### src/logic/dps_regs.vh
/*
  register offsets, field positions, reset values and fixed figures
  of the dancer pid supervisor.
  assumes a 32-bit word port with byte addresses on word boundaries.
*/
// Behaviour
// - pid active output on during dancer control
// - code 47 true, 147 inverted on terminal
// - dancer control ignores automatic switchover frequency
// - codes 52, 53 show set point, measured value
// - code 54 deviation offset 1000, not analog
// - external: jog, then multi-speed, then analog
// - mode 3: multi-speed beats digital set frequency
// - current-input select makes speed source outside dancer control only
// - nonzero remote setting forces compensation zero during dancer control
// - multi-speed or jog halt ordinary pid only
// - second ramps steer main speed, no second function
// - operation mode 6 disables dancer control
// - up-to-speed stays on during dancer control
// - dc brake at lesser of start, 0.5Hz
// - set-frequency monitor is main speed plus correction plus compensation during dancer control, main speed alone otherwise
// - longer of both ramp sets governs output during dancer control, first set otherwise
// - integral clamp at lesser of 100%, maximum
// - minimum frequency clamps output, not integral
// - dancer needs enable input on or unassigned
`ifndef DPS_REGS_VH
`define DPS_REGS_VH

// register offsets
`define DPS_REG_MODE 8'h00
`define DPS_REG_OUTSEL 8'h04
`define DPS_REG_MONSEL 8'h08
`define DPS_REG_BRAKE 8'h0c
`define DPS_REG_SPEED 8'h10
`define DPS_REG_LIMIT 8'h14
`define DPS_REG_RAMP 8'h18
`define DPS_REG_STATUS 8'h1c
`define DPS_REG_MON 8'h20

// mode register fields
`define DPS_MODE_PID_LSB 0
`define DPS_MODE_OPM_LSB 8
`define DPS_MODE_ASSIGNED_BIT 12
`define DPS_MODE_REMOTE_LSB 16

// reset values
`define DPS_MODE_RST 32'h0000_0000
`define DPS_OUTSEL_RST 32'h0000_0000
`define DPS_MONSEL_RST 32'h0000_0000
`define DPS_BRAKE_RST 32'h012c_0032
`define DPS_SPEED_RST 32'h0000_0000
`define DPS_LIMIT_RST 32'h0000_03e8
`define DPS_RAMP_RST 32'h0000_0000

// codes
`define DPS_PID_DANCER_LO 8'h28
`define DPS_PID_DANCER_HI 8'h2b
`define DPS_OPM_PU_EXT 4'h3
`define DPS_OPM_SWITCH 4'h6
`define DPS_OUT_PID_POS 8'h2f
`define DPS_OUT_PID_NEG 8'h93
`define DPS_MON_SETPOINT 8'h34
`define DPS_MON_MEASURED 8'h35
`define DPS_MON_DEVIATION 8'h36

// fixed figures, 0.1 percent and 0.01 Hz units
`define DPS_DEV_ZERO 16'h03e8
`define DPS_FULL_PCT 16'h03e8
`define DPS_DANCER_BRAKE 16'h0032

`endif

### src/logic/dps_top.v
/*
  dancer pid supervisor: mode decision, status terminals, monitor
  selection, main speed priority, ramp, brake and integral limits.
  assumes inputs synchronous to clk_in and a register master that
  never issues read and write strobes in the same cycle.
*/
`default_nettype none
`include "dps_regs.vh"

module dps_top (
  // clock and reset
  input wire clk_in,
  input wire srst_in,
  // register port
  input wire [7:0] addr_in,
  input wire [31:0] wdata_in,
  input wire wr_in,
  input wire rd_in,
  output reg [31:0] rdata_out,
  // terminal inputs
  input wire dancer_enable_input_in,
  input wire start_in,
  input wire jog_select_input_in,
  input wire [3:0] multi_speed_select_inputs_in,
  input wire current_input_select_in,
  input wire at_speed_in,
  input wire pid_stop_in,
  // speed sources, 0.01 Hz
  input wire [15:0] multi_speed_freq_in,
  input wire [15:0] analog_freq_in,
  input wire [15:0] current_freq_in,
  input wire [15:0] remote_comp_in,
  input wire [15:0] auto_switch_freq_in,
  // pid quantities, 0.1 percent and 0.01 Hz
  input wire [9:0] setpoint_in,
  input wire [9:0] measured_in,
  input wire signed [15:0] pid_corr_in,
  input wire signed [15:0] integral_in,
  // status and terminal outputs
  output reg pid_active_out,
  output reg [2:0] term_out,
  output reg up_to_speed_out,
  output reg pid_halt_out,
  output reg second_func_en_out,
  output reg [15:0] auto_switch_out,
  // speed outputs
  output reg [15:0] main_speed_out,
  output reg [15:0] remote_comp_out,
  output reg [15:0] main_ramp_out,
  output reg [15:0] out_ramp_out,
  output reg [15:0] out_freq_out,
  output reg [15:0] set_freq_mon_out,
  output reg [15:0] brake_freq_out,
  output reg dc_brake_out,
  // monitors
  output reg [15:0] disp_mon_out,
  output reg [15:0] analog_monitor_output_out,
  output reg signed [15:0] integral_out
);

  reg [31:0] mode_reg;
  reg [31:0] outsel_reg;
  reg [31:0] monsel_reg;
  reg [31:0] brake_reg;
  reg [31:0] speed_reg;
  reg [31:0] limit_reg;
  reg [31:0] ramp_reg;
  reg start_reg;
  reg dancer_reg;

  wire [7:0] pid_mode;
  wire [3:0] op_mode;
  wire dancer_sel;
  wire dancer_next;
  wire speed_in_use;
  wire [7:0] anl_sel_wr;

  assign pid_mode = mode_reg[`DPS_MODE_PID_LSB +: 8];
  assign op_mode = mode_reg[`DPS_MODE_OPM_LSB +: 4];
  assign dancer_sel = (pid_mode >= `DPS_PID_DANCER_LO) &&
                      (pid_mode <= `DPS_PID_DANCER_HI);
  assign dancer_next = dancer_sel &&
    (op_mode != `DPS_OPM_SWITCH) &&
    (dancer_enable_input_in ||
     !mode_reg[`DPS_MODE_ASSIGNED_BIT]);
  assign speed_in_use = jog_select_input_in ||
                        (multi_speed_select_inputs_in != 4'h0);
  assign anl_sel_wr = wdata_in[15:8];

  // register writes
  always @(posedge clk_in) begin
    if (srst_in) begin
      mode_reg <= `DPS_MODE_RST;
      outsel_reg <= `DPS_OUTSEL_RST;
      monsel_reg <= `DPS_MONSEL_RST;
      brake_reg <= `DPS_BRAKE_RST;
      speed_reg <= `DPS_SPEED_RST;
      limit_reg <= `DPS_LIMIT_RST;
      ramp_reg <= `DPS_RAMP_RST;
    end else if (wr_in) begin
      case (addr_in)
        `DPS_REG_MODE: mode_reg <= wdata_in;
        `DPS_REG_OUTSEL: outsel_reg <= wdata_in;
        `DPS_REG_MONSEL: begin
          monsel_reg[7:0] <= wdata_in[7:0];
          // deviation code refused for the analog monitor
          if (anl_sel_wr != `DPS_MON_DEVIATION) begin
            monsel_reg[15:8] <= anl_sel_wr;
          end
        end
        `DPS_REG_BRAKE: brake_reg <= wdata_in;
        `DPS_REG_SPEED: speed_reg <= wdata_in;
        `DPS_REG_LIMIT: limit_reg <= wdata_in;
        `DPS_REG_RAMP: ramp_reg <= wdata_in;
        default: mode_reg <= mode_reg;
      endcase
    end
  end

  // dancer state, status terminal update
  always @(posedge clk_in) begin
    if (srst_in) begin
      dancer_reg <= 1'b0;
      pid_active_out <= 1'b0;
      start_reg <= 1'b0;
    end else begin
      dancer_reg <= dancer_next;
      // on through a pid stop, off in normal operation
      pid_active_out <= dancer_next;
      start_reg <= start_in;
    end
  end

  // output terminal routing
  genvar t;
  generate
    for (t = 0; t < 3; t = t + 1) begin : g_term
      wire [7:0] code;
      reg term_next;
      assign code = outsel_reg[8*t +: 8];
      always @* begin
        case (code)
          `DPS_OUT_PID_POS: term_next = dancer_next;
          `DPS_OUT_PID_NEG: term_next = !dancer_next;
          default: term_next = 1'b0;
        endcase
      end
      always @(posedge clk_in) begin
        if (srst_in) begin
          term_out[t] <= 1'b0;
        end else begin
          term_out[t] <= term_next;
        end
      end
    end
  endgenerate

  // main speed selection
  reg [15:0] main_next;
  always @* begin
    if (op_mode == `DPS_OPM_PU_EXT) begin
      if (multi_speed_select_inputs_in != 4'h0) begin
        main_next = multi_speed_freq_in;
      end else begin
        main_next = speed_reg[15:0];
      end
    end else if (jog_select_input_in) begin
      main_next = speed_reg[31:16];
    end else if (multi_speed_select_inputs_in != 4'h0) begin
      main_next = multi_speed_freq_in;
    end else if (current_input_select_in && !dancer_next) begin
      main_next = current_freq_in;
    end else begin
      // measured-value input never feeds the speed path
      main_next = analog_freq_in;
    end
  end

  // remote compensation
  wire remote_on;
  wire [15:0] comp_next;
  assign remote_on = mode_reg[`DPS_MODE_REMOTE_LSB +: 8] != 8'h00;
  assign comp_next = (dancer_next && remote_on) ? 16'h0000 :
                     remote_comp_in;

  // sums and clamps
  wire signed [17:0] sum_s;
  reg [15:0] sum_sat;
  reg [15:0] freq_next;
  wire [15:0] min_freq;
  assign sum_s = $signed({2'b00, main_next}) +
                 $signed({{2{pid_corr_in[15]}}, pid_corr_in}) +
                 $signed({2'b00, comp_next});
  assign min_freq = limit_reg[31:16];

  // sum saturates at both ends of the frequency range
  always @* begin
    if (sum_s[17]) begin
      sum_sat = 16'h0000;
    end else if (sum_s[16]) begin
      sum_sat = 16'hffff;
    end else begin
      sum_sat = sum_s[15:0];
    end
  end

  // minimum frequency raises only the output frequency
  always @* begin
    if (sum_sat < min_freq) begin
      freq_next = min_freq;
    end else begin
      freq_next = sum_sat;
    end
  end

  reg [15:0] lim_pct;
  wire signed [16:0] lim_pos;
  wire signed [16:0] lim_neg;
  wire signed [16:0] integ_w;
  reg signed [16:0] integ_c;
  always @* begin
    if (limit_reg[15:0] < `DPS_FULL_PCT) begin
      lim_pct = limit_reg[15:0];
    end else begin
      lim_pct = `DPS_FULL_PCT;
    end
  end
  assign lim_pos = $signed({1'b0, lim_pct});
  assign lim_neg = -lim_pos;
  assign integ_w = $signed({integral_in[15], integral_in});
  // no minimum-frequency term in the integral clamp
  always @* begin
    if (integ_w > lim_pos) begin
      integ_c = lim_pos;
    end else if (integ_w < lim_neg) begin
      integ_c = lim_neg;
    end else begin
      integ_c = integ_w;
    end
  end

  // ramps
  wire [15:0] ramp1;
  wire [15:0] ramp2;
  assign ramp1 = ramp_reg[15:0];
  assign ramp2 = ramp_reg[31:16];

  // brake start
  wire [15:0] start_freq;
  reg [15:0] dancer_brake;
  assign start_freq = brake_reg[15:0];
  always @* begin
    if (start_freq < `DPS_DANCER_BRAKE) begin
      dancer_brake = start_freq;
    end else begin
      dancer_brake = `DPS_DANCER_BRAKE;
    end
  end

  // monitor codes
  wire [15:0] dev_val;
  assign dev_val = `DPS_DEV_ZERO + {6'h00, setpoint_in} -
                   {6'h00, measured_in};

  function [15:0] mon_pick;
    input [7:0] sel;
    input [15:0] dev;
    begin
      case (sel)
        `DPS_MON_SETPOINT: mon_pick = {6'h00, setpoint_in};
        `DPS_MON_MEASURED: mon_pick = {6'h00, measured_in};
        `DPS_MON_DEVIATION: mon_pick = dev;
        default: mon_pick = 16'h0000;
      endcase
    end
  endfunction

  // analog monitor saturates at full scale
  wire [15:0] anl_raw;
  reg [15:0] anl_next;
  assign anl_raw = mon_pick(monsel_reg[15:8], 16'h0000);
  always @* begin
    if (anl_raw > `DPS_FULL_PCT) begin
      anl_next = `DPS_FULL_PCT;
    end else begin
      anl_next = anl_raw;
    end
  end

  // mode-dependent outputs: dancer control or normal operation
  reg [15:0] main_ramp_next;
  reg [15:0] out_ramp_next;
  reg [15:0] set_mon_next;
  reg [15:0] brake_next;
  reg up_next;
  reg halt_next;
  reg second_next;
  reg [15:0] switch_next;
  always @* begin
    if (dancer_next) begin
      main_ramp_next = ramp2;
      out_ramp_next = (ramp1 > ramp2) ? ramp1 : ramp2;
      set_mon_next = sum_sat;
      brake_next = dancer_brake;
      up_next = 1'b1;
      halt_next = 1'b0;
      second_next = 1'b0;
      switch_next = 16'h0000;
    end else begin
      main_ramp_next = ramp1;
      out_ramp_next = ramp1;
      set_mon_next = main_next;
      brake_next = brake_reg[31:16];
      up_next = at_speed_in;
      halt_next = dancer_sel && speed_in_use;
      second_next = 1'b1;
      switch_next = auto_switch_freq_in;
    end
  end

  // speed, ramp, brake and monitor outputs
  always @(posedge clk_in) begin
    if (srst_in) begin
      main_speed_out <= 16'h0000;
      remote_comp_out <= 16'h0000;
      main_ramp_out <= 16'h0000;
      out_ramp_out <= 16'h0000;
      out_freq_out <= 16'h0000;
      set_freq_mon_out <= 16'h0000;
      brake_freq_out <= 16'h0000;
      dc_brake_out <= 1'b0;
      up_to_speed_out <= 1'b0;
      pid_halt_out <= 1'b0;
      second_func_en_out <= 1'b1;
      auto_switch_out <= 16'h0000;
      disp_mon_out <= 16'h0000;
      analog_monitor_output_out <= 16'h0000;
      integral_out <= 16'sh0000;
    end else begin
      main_speed_out <= main_next;
      remote_comp_out <= comp_next;
      integral_out <= integ_c[15:0];
      out_freq_out <= freq_next;
      disp_mon_out <= mon_pick(monsel_reg[7:0], dev_val);
      analog_monitor_output_out <= anl_next;
      main_ramp_out <= main_ramp_next;
      out_ramp_out <= out_ramp_next;
      set_freq_mon_out <= set_mon_next;
      brake_freq_out <= brake_next;
      up_to_speed_out <= up_next;
      pid_halt_out <= halt_next;
      second_func_en_out <= second_next;
      auto_switch_out <= switch_next;
      dc_brake_out <= start_reg && !start_in;
    end
  end

  // register reads
  always @(posedge clk_in) begin
    if (srst_in) begin
      rdata_out <= 32'h0000_0000;
    end else if (rd_in) begin
      case (addr_in)
        `DPS_REG_MODE: rdata_out <= mode_reg;
        `DPS_REG_OUTSEL: rdata_out <= outsel_reg;
        `DPS_REG_MONSEL: rdata_out <= {16'h0000, monsel_reg[15:0]};
        `DPS_REG_BRAKE: rdata_out <= brake_reg;
        `DPS_REG_SPEED: rdata_out <= speed_reg;
        `DPS_REG_LIMIT: rdata_out <= limit_reg;
        `DPS_REG_RAMP: rdata_out <= ramp_reg;
        `DPS_REG_STATUS: rdata_out <= {26'h0, pid_stop_in, speed_in_use,
                                       dancer_sel, up_to_speed_out,
                                       pid_active_out, dancer_reg};
        `DPS_REG_MON: rdata_out <= {set_freq_mon_out, disp_mon_out};
        default: rdata_out <= 32'h0000_0000;
      endcase
    end else begin
      rdata_out <= 32'h0000_0000;
    end
  end

endmodule // dps_top
`default_nettype wire

### config.mk
export PLATFORM = sky130hd
export DESIGN_NAME = dps_top
export DESIGN_NICKNAME = d
export VERILOG_FILES = /design/src/logic/dps_top.v
export VERILOG_INCLUDE_DIRS = /design/src /design/src/logic
export SDC_FILE = /design/constraint.sdc
export NUM_CORES = 1
export LEC_CHECK = 0
export BUFFER_PORTS_ARGS = -buffer_cell sky130_fd_sc_hd__buf_2
export CAP_MARGIN = 20
export CORE_MARGIN = 2
export CORE_UTILIZATION = 42
export CTS_CLUSTER_DIAMETER = 80
export CTS_CLUSTER_SIZE = 14
export DETAILED_ROUTE_END_ITERATION = 8
export PLACE_DENSITY = 0.7
export SYNTH_ARGS = -nofsm -noshare
export SYNTH_HDL_FRONTEND = slang
export SYNTH_SLANG_ARGS = --single-unit
export TNS_END_PERCENT = 10
### constraint.sdc
create_clock -name clk_in -period 7.4 [get_ports clk_in]
set_input_delay 0.74 -clock clk_in [delete_from_list [all_inputs] [get_ports clk_in]]
set_output_delay 0.74 -clock clk_in [all_outputs]
set_load 0.1 [all_outputs]
==> results by group <==
Status
  – Status: finished with violations
  – Failing checks: design-rule violations

Floorplan
  – Starting density of the core: between 40% and 50%
  – Die Span Y: 223 microns
  – Die area: 49800 sq um
  – Core ar.: 47500 sq um
  – Die Wd: 223 microns
  – # rows: 80
  – I/O pins: 402

Layout
  – Nets@finish: 3101
  – Storage cell area: 8310 sq um
  – Area Overhead vs Synth: 17.6%
  – Final Cell Area: 23700 sq um
  – Footprint of the multi-input gates: 10800 sq um
  – Layout cells sized above 1: 19.6%
  – Most common cell after layout, fill and taps aside: nand2_1
  – Fillers: 4577
  – Commonest cells after routing, fill and taps aside: nand2_1 (557), dfxtp_1 (415), buf_2 (394), a21oi_1 (294), nor2_1 (196)

Power and ir drop
  – Final Total Pwr: about 0.0054 W
  – Pleak: 10.0 nW
  – Power Dens Cells: about 230 nW/um^2
  – Worst VDD drop: roughly 0.15 mV

STA
  – Max-slew violation count: 0
  – Layout Skew: roughly 0.024 ns
  – Final Setup Violations: 0
  – Worst rel slew slack: 25.8%
  – Max Freq: roughly 150 MHz
  – Setup TNS: 0 ns
  – Final Hold Slack: 0.363 ns
  – Final hold viol count: 0
  – Fin crit share: between 90% and 100%
  – Slew of the pin with the lowest slew margin: 1.11 ns
  – Unrepaired setup endpoints after global routing: false
  – Minimum clock period: roughly 6.8 ns

Clocking
  – Clock Latency Late Sink: a little under 0.6 ns
  – Clock tree buffer depth: 3
  – Number of post-CTS setup repair buffers: 0
  – Post_cts resized: 0
  – Root buffer cell: clkbuf_16
  – TritonCTS Buffers: 36
  – CTS sink count: 415
  – CTS clk-pin slew, worst paths: approximately 0.060 ns
  – CTS tree: done
  – CTS H-tree lvls: 2
  – Number of hold buffers added after cts: 0

GRT
  – Vias in the first global route: 18600
  – Total track usage: 30.8%
  – GRT overflow: 0
  – GR Util met1: about two fifths
  – GRT busiest layer: met2
  – M3 GR Usage: 6.44%
  – First-pass GRT wire length: between 100000 and 150000 microns
  – Largest net degree at the start of global routing: 94
  – Initial antenna violation count: 11
  – Met2 usage: 49.3%

Yosys
  – Synth area leader: dfxtp_1
  – Register area share after synthesis: 41.2%
  – Synth Warn #: 0
  – Most used DFF post-synth: dfxtp_1
  – Yosys reg bits: 415
  – Ys async rst share: 0%
  – Ranking of synthesized cells by area: dfxtp_1 (41%), nand2_1 (10%), a21oi_1 (7.3%)
  – EDFF count, synth: 0
  – Gate Count Post-Synth: roughly 2500
  – Mapped Area: 20200 sq um
  – Mean Syn Cell Area: between 8 and 9 sq um
  – Count of cell types in the netlist: 80
  – Top-area cell type share of the netlist area: approximately two fifths

Critical path
  – CP Max Fanout: 10
  – CP max-delay cell: dfxtp_1
  – CP peak stage delay: 0.47 ns
  – Startpoint Class: flop
  – WP data required: 7.85 ns
  – Setup crit end kind: flop
  – Kind of critical path: flop to flop
  – Most used cell, CP: a21o_1
  – Arrival time worst endpoint: 7.29 ns

Placement
  – Placed cell area: 22600 sq um
  – Final Wtd Congestion: 0.968
  – IO buf count: 395
  – DP Wirelength: 60200 microns

Drt
  – Via count: 19700
  – Starting DRT DRC Count: 2207
  – Vias/cell: ~5.8
  – Final antenna-violating net count: 0
  – TritonRoute pass-1 iters: 9
  – Remaining DRCs: 5
  – Final wirelength: between 70000 and 80000 microns
  – Routed wire length per instance: 23.2 microns

Worst hold path
  – Hold Crit Class: primary input to flop

Flow run
  – Max Cap Viol: 0
## cell type report
class | count | share of cell area (%)
multi-input cells | 1787 | 45.6
flip-flops and latches | 415 | 35.0
repair buffers | 435 | 9.97
clock buffers | 37 | 3.81
well taps | 615 | 3.24
inverters | 122 | 1.93
clock inverters | 8 | 0.411
diodes | 4 | 0.0422
## logic make-up after synthesis
logic type,count (synthesis),share of synthesized area [%]
AO/OA/AOI/OAI,574,17.7
XOR/XNOR,22,0.992
adder cells (fa/ha/maj),118,7.99
buffers and inverters,292,5.87
flip-flops,415,41.2
multiplexers,113,5.91
other,2,0.0372
AND/OR/NAND/NOR,947,20.3
## report_power, final
group          leakage, nW  internal [W]  switching (W)  total (W)
Combinational         6.17      0.000366       0.000891    0.00126
Sequential            3.36       0.00229      0.0000359    0.00232
Clock                0.492      0.000917       0.000870    0.00179
Total                 10.0       0.00357        0.00180    0.00536
## cells in the mapped netlist, types with 7 or more instances
library cell / instances
a31oi_1: 10
a21oi_1: 294
and2_1: 35
nor4bb_1: 7
buf_2: 22
ha_1: 100
buf_1: 7
xnor2_1: 14
inv_1: 120
nor3_1: 33
a211oi_1: 29
a31o_2: 16
dfxtp_1: 415
nand2_1: 557
nand3b_1: 17
xor2_1: 7
mux2_2: 29
a22oi_1: 18
a222oi_1: 27
o21ai_0: 59
nor2b_1: 15
clkbuf_1: 127
nor4_1: 13
a21o_1: 21
o21a_1: 24
buf_4: 12
o22ai_1: 9
nor2_1: 198
a221oi_1: 19
mux2i_1: 82
nand4_1: 13
fa_1: 18
nand3_1: 15
nand2b_1: 8
## critical path, delay by kind of cell, from the launching register on
| family | cells | cell delay (ns) |
|---|---|---|
| flip-flops | 1 | 0.47 |
| buffers and inverters | 3 | 0.56 |
| adder cells (fa/ha/maj) | 3 | 1.05 |
| XOR/XNOR | 1 | 0.38 |
| multiplexers | 2 | 0.58 |
| AO/OA/AOI/OAI | 14 | 2.83 |
| AND/OR/NAND/NOR | 6 | 0.86 |
## per-stage QoR
stage	cells	setup WS, ns	utilization (%)
after global placement	3368	0.484	47.5
after global routing	3423	0.164	49.9
final	3423	0.562	49.9
after CTS	3414	0.623	49.7
after detailed placement	3369	0.438	47.6
after floorplan	2494	0.681	-
## path summary, 6_finish.rpt
check / from / endpoint / slack [ns] / cells past startpoint
worst max-delay path: mode_reg[11]$_SDFFE_PP0P_ / out_freq_out[13]$_SDFF_PP0_ / 0.56 / 29
worst min-delay path: start_in / dc_brake_out$_SDFF_PP0_ / 0.36 / 2
worst max register to register: mode_reg[11]$_SDFFE_PP0P_ / out_freq_out[13]$_SDFF_PP0_ / 0.56 / 29
worst min register to register: mode_reg[31]$_SDFFE_PP0P_ / mode_reg[31]$_SDFFE_PP0P_ / 0.46 / 2
## routing by layer
metal	vias up	wire length (microns)
li1	9086	-
met1	9361	33500
met2	1073	35300
met3	155	7690
met4	10	2860
met5	-	55
Note: power is estimated with default switching activity, not from simulation.
